===== src/prio_level_defs.vh =====
/*
 * constants for the priority level configuration block:
 * register offsets, field positions, reset values.
 * assumes a classic wishbone slave with 32-bit data, byte addresses.
 */
`ifndef PRIO_LEVEL_DEFS_VH
`define PRIO_LEVEL_DEFS_VH

// ----------------------------------------------------------------------
// register offsets (byte address, word aligned)
// ----------------------------------------------------------------------
`define ADDR_W 8
`define OFS_CPU_CTRL 8'h00
`define OFS_SRC_PRIO_BASE 8'h10
`define SRC_REG_COUNT 12
`define SRC_IDX_W 4

// ----------------------------------------------------------------------
// cpu priority control register fields
// ----------------------------------------------------------------------
`define CPU_CTRL_ENABLE_BIT 7
`define CPU_CTRL_XFER_HI 6
`define CPU_CTRL_XFER_LO 4
`define CPU_CTRL_AUTO_BIT 3
`define CPU_CTRL_LEVEL_HI 2
`define CPU_CTRL_LEVEL_LO 0
`define CPU_CTRL_RESET 8'h00

// ----------------------------------------------------------------------
// source priority register layout
// ----------------------------------------------------------------------
`define SRC_PRIO_RESET 16'h7777
`define SRC_PRIO_WMASK 16'h7777
`define LEVEL_LOWEST 3'h0
`define LEVEL_HIGHEST 3'h7

// ----------------------------------------------------------------------
// interrupt control modes
// ----------------------------------------------------------------------
`define MODE_SINGLE_BIT 2'h0
`define MODE_THREE_BIT 2'h2

`endif


===== src/level_arbiter.v =====
/*
 * cpu versus transfer/dma controller priority arbitration.
 * assumes levels come from registers on the same clock.
 */
`include "prio_level_defs.vh"
module level_arbiter (
    // levels
    input wire ctrlEnable,
    input wire [2:0] cpuLevel,
    input wire [2:0] xferLevel,
    input wire [2:0] dmaLevel,
    // requests
    input wire xferReq,
    input wire dmaReq,
    input wire cpuReq,
    // grants
    output reg cpuWins,
    output reg [2:0] cpuEffLevel
);
    always @* begin
        cpuEffLevel = ctrlEnable ? cpuLevel : `LEVEL_LOWEST;
        // cpu lowest
        if (!ctrlEnable) begin
            cpuWins = cpuReq & ~xferReq & ~dmaReq;
        // higher level wins
        end else begin
            cpuWins = cpuReq
                & (~xferReq | (cpuLevel > xferLevel))
                & (~dmaReq | (cpuLevel > dmaLevel));
        end
    end
endmodule


===== src/priority_level_config.v =====
/*
 * priority level configuration: cpu priority control register,
 * source priority registers and cpu-versus-controller grant.
 * assumes a classic wishbone master on mclk, synchronous reset.
 */
// Summary of operation
// 3-bit cpu level field, 000 lowest to 111 highest, resets to 000.
// enable bit set: cpu ranked against controllers at its level field.
// auto bit set: hardware sets cpu level, software writes ignored.
// every source but nmi and sleep gets a level 0 to 7.
// each 16-bit source register holds four 3-bit level fields.
// level codes: 000 lowest, 111 highest, higher code wins.
// bits 15, 11, 7, 3 read zero and ignore writes.
// enable bit clear: cpu always lowest against controllers.
// auto bit set: cpu mask value copied into cpu level field.
// 3-bit transfer controller level field, 000 lowest, 111 highest.
// enabled: higher of cpu and requesting controller is granted.
`include "prio_level_defs.vh"
module priority_level_config (
    // clock and reset
    input wire mclk,
    input wire sys_rst,
    // wishbone slave
    input wire wb_cyc_i,
    input wire wb_stb_i,
    input wire wb_we_i,
    input wire [`ADDR_W-1:0] wb_adr_i,
    input wire [3:0] wb_sel_i,
    input wire [31:0] wb_dat_i,
    output reg [31:0] wb_dat_o,
    output reg wb_ack_o,
    // cpu mask and mode
    input wire [1:0] intCtrlMode,
    input wire cpuMaskBit,
    input wire [2:0] cpuMaskLevel,
    // arbitration
    input wire [2:0] dmaLevel,
    input wire xferReq,
    input wire dmaReq,
    input wire cpuReq,
    output reg cpuGrant_q,
    output reg [2:0] cpuEffLevel_q,
    // source levels, four per register
    output reg [`SRC_REG_COUNT*16-1:0] srcLevels_q
);
    // ------------------------------------------------------------------
    // register state
    // ------------------------------------------------------------------
    reg [7:0] cpuCtrl_q;
    reg [15:0] srcPrio_q [0:`SRC_REG_COUNT-1];
    integer i;
    integer k;

    // ------------------------------------------------------------------
    // address decode
    // ------------------------------------------------------------------
    wire access = wb_cyc_i & wb_stb_i & ~wb_ack_o;
    wire wrStb = access & wb_we_i;
    wire selCtrl = (wb_adr_i == `OFS_CPU_CTRL);
    wire [`ADDR_W-1:0] srcOfs = wb_adr_i - `OFS_SRC_PRIO_BASE;
    wire selSrc = (wb_adr_i >= `OFS_SRC_PRIO_BASE)
        && (srcOfs[`ADDR_W-1:2] < `SRC_REG_COUNT)
        && (wb_adr_i[1:0] == 2'h0);
    wire [`SRC_IDX_W-1:0] srcIdx = srcOfs[`SRC_IDX_W+1:2];

    // ------------------------------------------------------------------
    // control fields
    // ------------------------------------------------------------------
    wire ctrlEnable = cpuCtrl_q[`CPU_CTRL_ENABLE_BIT];
    wire autoLevel = cpuCtrl_q[`CPU_CTRL_AUTO_BIT];
    wire [2:0] cpuLevel = cpuCtrl_q[`CPU_CTRL_LEVEL_HI:`CPU_CTRL_LEVEL_LO];
    // transfer level field
    wire [2:0] xferLevel = cpuCtrl_q[`CPU_CTRL_XFER_HI:`CPU_CTRL_XFER_LO];
    wire levelWritable = !autoLevel && !wb_dat_i[`CPU_CTRL_AUTO_BIT];

    // ------------------------------------------------------------------
    // helpers
    // ------------------------------------------------------------------
    function [2:0] maskToLevel;
        input [1:0] mode;
        input bitMask;
        input [2:0] lvlMask;
        begin
            if (mode == `MODE_THREE_BIT) begin
                maskToLevel = lvlMask;
            end else begin
                maskToLevel = {3{bitMask}};
            end
        end
    endfunction

    function [15:0] mergeBytes;
        input [15:0] old;
        input [15:0] wdat;
        input [1:0] sel;
        begin
            mergeBytes = old;
            if (sel[0]) begin
                mergeBytes[7:0] = wdat[7:0];
            end
            if (sel[1]) begin
                mergeBytes[15:8] = wdat[15:8];
            end
        end
    endfunction

    function [31:0] readWord;
        input isCtrl;
        input isSrc;
        input [7:0] ctrlVal;
        input [15:0] srcVal;
        begin
            if (isCtrl) begin
                readWord = {24'h000000, ctrlVal};
            end else if (isSrc) begin
                readWord = {16'h0000, srcVal};
            end else begin
                readWord = 32'h00000000;
            end
        end
    endfunction

    // ------------------------------------------------------------------
    // cpu priority control register
    // ------------------------------------------------------------------
    reg [7:0] cpuCtrl_d;
    always @* begin
        cpuCtrl_d = cpuCtrl_q;
        if (wrStb && selCtrl && wb_sel_i[0]) begin
            cpuCtrl_d[7:3] = wb_dat_i[7:3];
            // ignore level writes
            if (levelWritable) begin
                cpuCtrl_d[2:0] = wb_dat_i[2:0];
            end
        end
        // copy cpu mask
        if (cpuCtrl_d[`CPU_CTRL_AUTO_BIT]) begin
            cpuCtrl_d[2:0] = maskToLevel(intCtrlMode, cpuMaskBit,
                cpuMaskLevel);
        end
    end

    always @(posedge mclk) begin
        // level resets to 000
        if (sys_rst) begin
            cpuCtrl_q <= `CPU_CTRL_RESET;
        end else begin
            cpuCtrl_q <= cpuCtrl_d;
        end
    end

    // ------------------------------------------------------------------
    // source priority registers
    // ------------------------------------------------------------------
    always @(posedge mclk) begin
        if (sys_rst) begin
            for (i = 0; i < `SRC_REG_COUNT; i = i + 1) begin
                srcPrio_q[i] <= `SRC_PRIO_RESET;
            end
        // four level fields
        end else if (wrStb && selSrc) begin
            // reserved bits stay zero
            srcPrio_q[srcIdx] <= mergeBytes(srcPrio_q[srcIdx],
                wb_dat_i[15:0], wb_sel_i[1:0]) & `SRC_PRIO_WMASK;
        end
    end

    // levels to arbiters
    always @(posedge mclk) begin
        if (sys_rst) begin
            srcLevels_q <= {`SRC_REG_COUNT{`SRC_PRIO_RESET}};
        end else begin
            for (k = 0; k < `SRC_REG_COUNT; k = k + 1) begin
                srcLevels_q[k*16 +: 16] <= srcPrio_q[k];
            end
        end
    end

    // ------------------------------------------------------------------
    // bus answer
    // ------------------------------------------------------------------
    always @(posedge mclk) begin
        if (sys_rst) begin
            wb_ack_o <= 1'b0;
            wb_dat_o <= 32'h00000000;
        end else begin
            wb_ack_o <= access;
            if (access && !wb_we_i) begin
                wb_dat_o <= readWord(selCtrl, selSrc, cpuCtrl_q,
                    srcPrio_q[srcIdx]);
            end
        end
    end

    // ------------------------------------------------------------------
    // cpu versus controller arbitration
    // ------------------------------------------------------------------
    wire cpuWins;
    wire [2:0] cpuEff;
    // ranked at cpu level
    // higher code wins
    // transfer level field
    level_arbiter arb (
        .ctrlEnable(ctrlEnable),
        .cpuLevel(cpuLevel),
        .xferLevel(xferLevel),
        .dmaLevel(dmaLevel),
        .xferReq(xferReq),
        .dmaReq(dmaReq),
        .cpuReq(cpuReq),
        .cpuWins(cpuWins),
        .cpuEffLevel(cpuEff)
    );

    always @(posedge mclk) begin
        if (sys_rst) begin
            cpuGrant_q <= 1'b0;
            cpuEffLevel_q <= `LEVEL_LOWEST;
        end else begin
            cpuGrant_q <= cpuWins;
            cpuEffLevel_q <= cpuEff;
        end
    end
endmodule


===== config.mk =====
export PLATFORM = sky130hd
export DESIGN_NAME = priority_level_config
export DESIGN_NICKNAME = d
export VERILOG_FILES = /design/src/level_arbiter.v /design/src/priority_level_config.v
export VERILOG_INCLUDE_DIRS = /design/src
export SDC_FILE = /design/constraint.sdc
export NUM_CORES = 1
export LEC_CHECK = 0
export ABC_AREA = 1
export BUFFER_PORTS_ARGS = -buffer_cell sky130_fd_sc_hd__buf_4
export CORE_MARGIN = 10
export CORE_UTILIZATION = 40
export CTS_CLUSTER_SIZE = 25
export DETAILED_ROUTE_END_ITERATION = 8
export SYNTH_ARGS = -nofsm -noshare
export SYNTH_HDL_FRONTEND = slang
export SYNTH_SLANG_ARGS = --single-unit

===== constraint.sdc =====
create_clock -name mclk -period 2.8 [get_ports mclk]
set_input_delay 0.28 -clock mclk [delete_from_list [all_inputs] [get_ports mclk]]
set_output_delay 0.28 -clock mclk [all_outputs]
set_load 0.1 [all_outputs]

==> results.md <==
- Run status: completed
- Pins Over Slew Limit: 0
- Clock-pin transition on the worst setup and hold timing paths: 0.06 ns
- Post-synth EDFFs: 192
- Die ar.: 0.0451 sq mm
- Slew margin rel.: 35.9%
- Sequential power share: 46.0%
- Vias/cell: 4.91
- Leading cell types in the layout, fill and taps excluded: nand2_1 (434), buf_4 (256), nand3_1 (231)
- Ys flop type: edfxtp_1
- Global Route Usage Sum: about a fifth
- Synth unique cells: 29
- # H-tree levels: 2
- Post_cts resized: 0
- WP data required: 3.02 ns
- Post-route setup slack: 0.954 ns
- Final core occ: 49.9%
- Leading area contributor after synthesis: edfxtp_1
- Sw Ratio: 28.0%
- Mapped cell area: 0.0148 sq mm
- Layout Cells excl Fill: 2270
- Post-route ant nets: 0
- Cell count of the worst reg-to-reg path: 6
- N_diodes: 0
- WS Path Type: register to register
- Die Ht: 212 microns
- Worst-Skew Late Latency: about 0.54 ns
- Vias: approximately 11000
- Hold Path End: cpuCtrl_q[4]$_SDFFE_PP0P_
- Max Root-Sink Buffers: 3
- Min Tclk post-route: 1.85 ns
- Setup Skew: 0.0184 ns
- Post-place setup slack: 0.562 ns
- Switch Pwr: 3.53 mW
- Crit path launch type: register
- Synthesized area per cell: 9.82 sq um
- Site row count: 70
- Logic pwr share: a little over an eighth
- Hold wc startpoint: wb_dat_i[4]
- Die width: 212 microns
- Most common cell after layout, fill and taps aside: nand2_1
- Hold_ws: 0.0185 ns
- Num ports: 290
- Routed len/inst: 20.2 microns
- Total gr overflow: 0
- Post-synthesis async set-or-reset flop share: 0%
- Pwr/cell area: slightly below 700 mW/mm^2
- # DRC: 0
- P_int: 9.08 mW
- Register-to-register setup slack: around 0.95 ns
- Port buffer count: 203
- Placed cells: between 2000 and 2500
- CTS root buf: clkbuf_16
- Vias in the first global route: 10900
- Total CTS buffers: 39
- Clock share of power: 40.7%
- Hpwl dp: 32.4 mm
- RSZ-0062 raised after global routing: false
- Critical path origin: wb_ack_o$_SDFF_PP0_
- Critical R2R Capture: srcPrio_q[3][8]$_SDFFCE_PN1P_
- CTS Sinks: 363
- Hold Path Class: input port to register
- Synth Warn #: 0
- Synth top area share: 38.9%
- Fmax: 542 MHz
- Data arrival, critical path: 2.07 ns
- Register bit total from synthesis: approximately 360
- Final hold vios: 0
- Routability cong.: 0.877
- Fraction of the cycle the final worst path needs: 65.9%
- Area Growth Syn to Fin: 23.1%
- Register area share after synthesis: 62.1%
- CP Max Fanout: 12
- Initial antenna violation count: 2
- First-pass GRT wire length: 67.2 mm
- Worst vdd ir: between 0.3 and 0.4 mV
- Drt first pass iters: 5
- Routed wire length: 45.8 mm
- Setup TNS Final: 0 ns
- CORE AREA: 0.0365 sq mm
- Worst Tran Pin Value: between 0.9 and 1 ns
- Static leakage: ~7.5 nW
- Starting DRC count in detailed routing: approximately 1100
- Critical path capture point type: register
- Number of cells produced by synthesis: 1508
- TritonCTS clock tree: done
- Fraction of final layout cells sized beyond drive strength 1: approximately a quarter
- Hold Crit Depth: 3
- Setup Viol. Count Final: 0
- Nets: 1843
- Largest net degree at the start of global routing: 78
- Initial Util: 40.5%
- R2r startpoint: wb_ack_o$_SDFF_PP0_
- Ranking of synthesized cells by area: edfxtp_1 (39%), dfxtp_1 (23%), nand2_1 (11%), nand3_1 (7.8%), or2_2 (5.2%)
- Max cap viols: 0
## cells in the mapped netlist (2+ instances only)
cell,instances
nand2_1,434
nand4_1,4
o21ai_1,13
nand2_2,8
buf_1,5
nor2_1,38
dfxtp_1,171
a211oi_1,2
buf_6,17
buf_2,29
inv_1,50
buf_4,74
nand3_2,3
nand3_1,231
o21ai_0,31
edfxtp_1,192
clkbuf_1,35
ha_1,11
a21oi_1,23
nor2_4,2
inv_2,4
or2_2,124
## area by class of cell
| class | count | area [sq um] |
|---|---|---|
| clock buffers | 55 | 1180 |
| inverters | 55 | 206 |
| multi-input cells | 1042 | 4770 |
| well taps | 468 | 586 |
| fillers | 3396 | 18300 |
| clock inverters | 17 | 114 |
| flip-flops and latches | 363 | 9190 |
| repair buffers | 270 | 2170 |
## stage by stage
stage | area, sq um | power (mW)
after floorplan | 15200 | 7.18
after global placement | 16900 | 7.57
after CTS | 18200 | 12.7
after global routing | 18200 | 13.0
final | 18200 | 12.6
after detailed placement | 16900 | 7.58
## power groups by stage
stage	combinational [mW]	sequential, mW	clock (mW)
6_report	1.68	5.80	5.13
5_1_grt	1.77	5.81	5.44
4_1_cts	1.67	5.80	5.21
3_5_place_dp	1.66	5.92	0
3_3_place_gp	1.65	5.91	0
2_1_floorplan	0.990	6.19	0
## sequential cells by signal, summed over array words and instances, names as in the netlist
signal	flops
cpuGrant_q	1
cpuCtrl_q	8
srcPrio_q	192
srcLevels_q	144
cpuEffLevel_q	3
wb_dat_o	14
wb_ack_o	1
## how the worst max path moves through the flow
stage / slack (ns) / endpoint / cells after the start
2_1_floorplan: 0.13 / srcPrio_q[0][0]$_SDFFCE_PN1P_ / 9
3_3_place_gp: 0.63 / srcPrio_q[13][1]$_DFFE_PP_ / 12
3_5_place_dp: 0.56 / srcPrio_q[13][1]$_DFFE_PP_ / 12
4_1_cts: 0.96 / srcPrio_q[5][6]$_SDFFCE_PN1P_ / 6
5_1_grt: 0.80 / wb_dat_o[2]$_SDFFE_PP0P_ / 7
6_report: 0.95 / srcPrio_q[3][8]$_SDFFCE_PN1P_ / 6
## critical path, stage by stage (launching register included)
cell and delay (ns):
dfxtp_1 0.32, nor2_1 0.11, nand2_1 0.11, nor2_1 0.29, nand3_2 0.22, o21ai_0 0.21, buf_4 0.27
## metal layers
metal  track usage [%]  wire length [microns]  up-vias
li1                  -                      -     5288
met5                 0                     34        -
met1              25.0                  18300     5252
met4              6.62                   1260        4
met2              32.6                  22200      521
met3              4.18                   4040       76
## repair_timing
item	CTS	global route
endpoints found under the hold margin	2	0
hold buffers	3	0
setup buffers	0	0
## kinds of logic (layout without fill, tap and decap cells)
logic type | count (synthesis) | count (layout) | synth area share (%)
buffers and inverters | 216 | 397 | 8.54
AO/OA/AOI/OAI | 69 | 69 | 2.37
AND/OR/NAND/NOR | 847 | 847 | 26.0
XOR/XNOR | 1 | 1 | 0.0592
flip-flops | 363 | 363 | 62.1
other | 1 | 114 | 0.0253
adder cells (fa/ha/maj) | 11 | 11 | 0.930
Note: power is estimated with default switching activity, not from simulation.
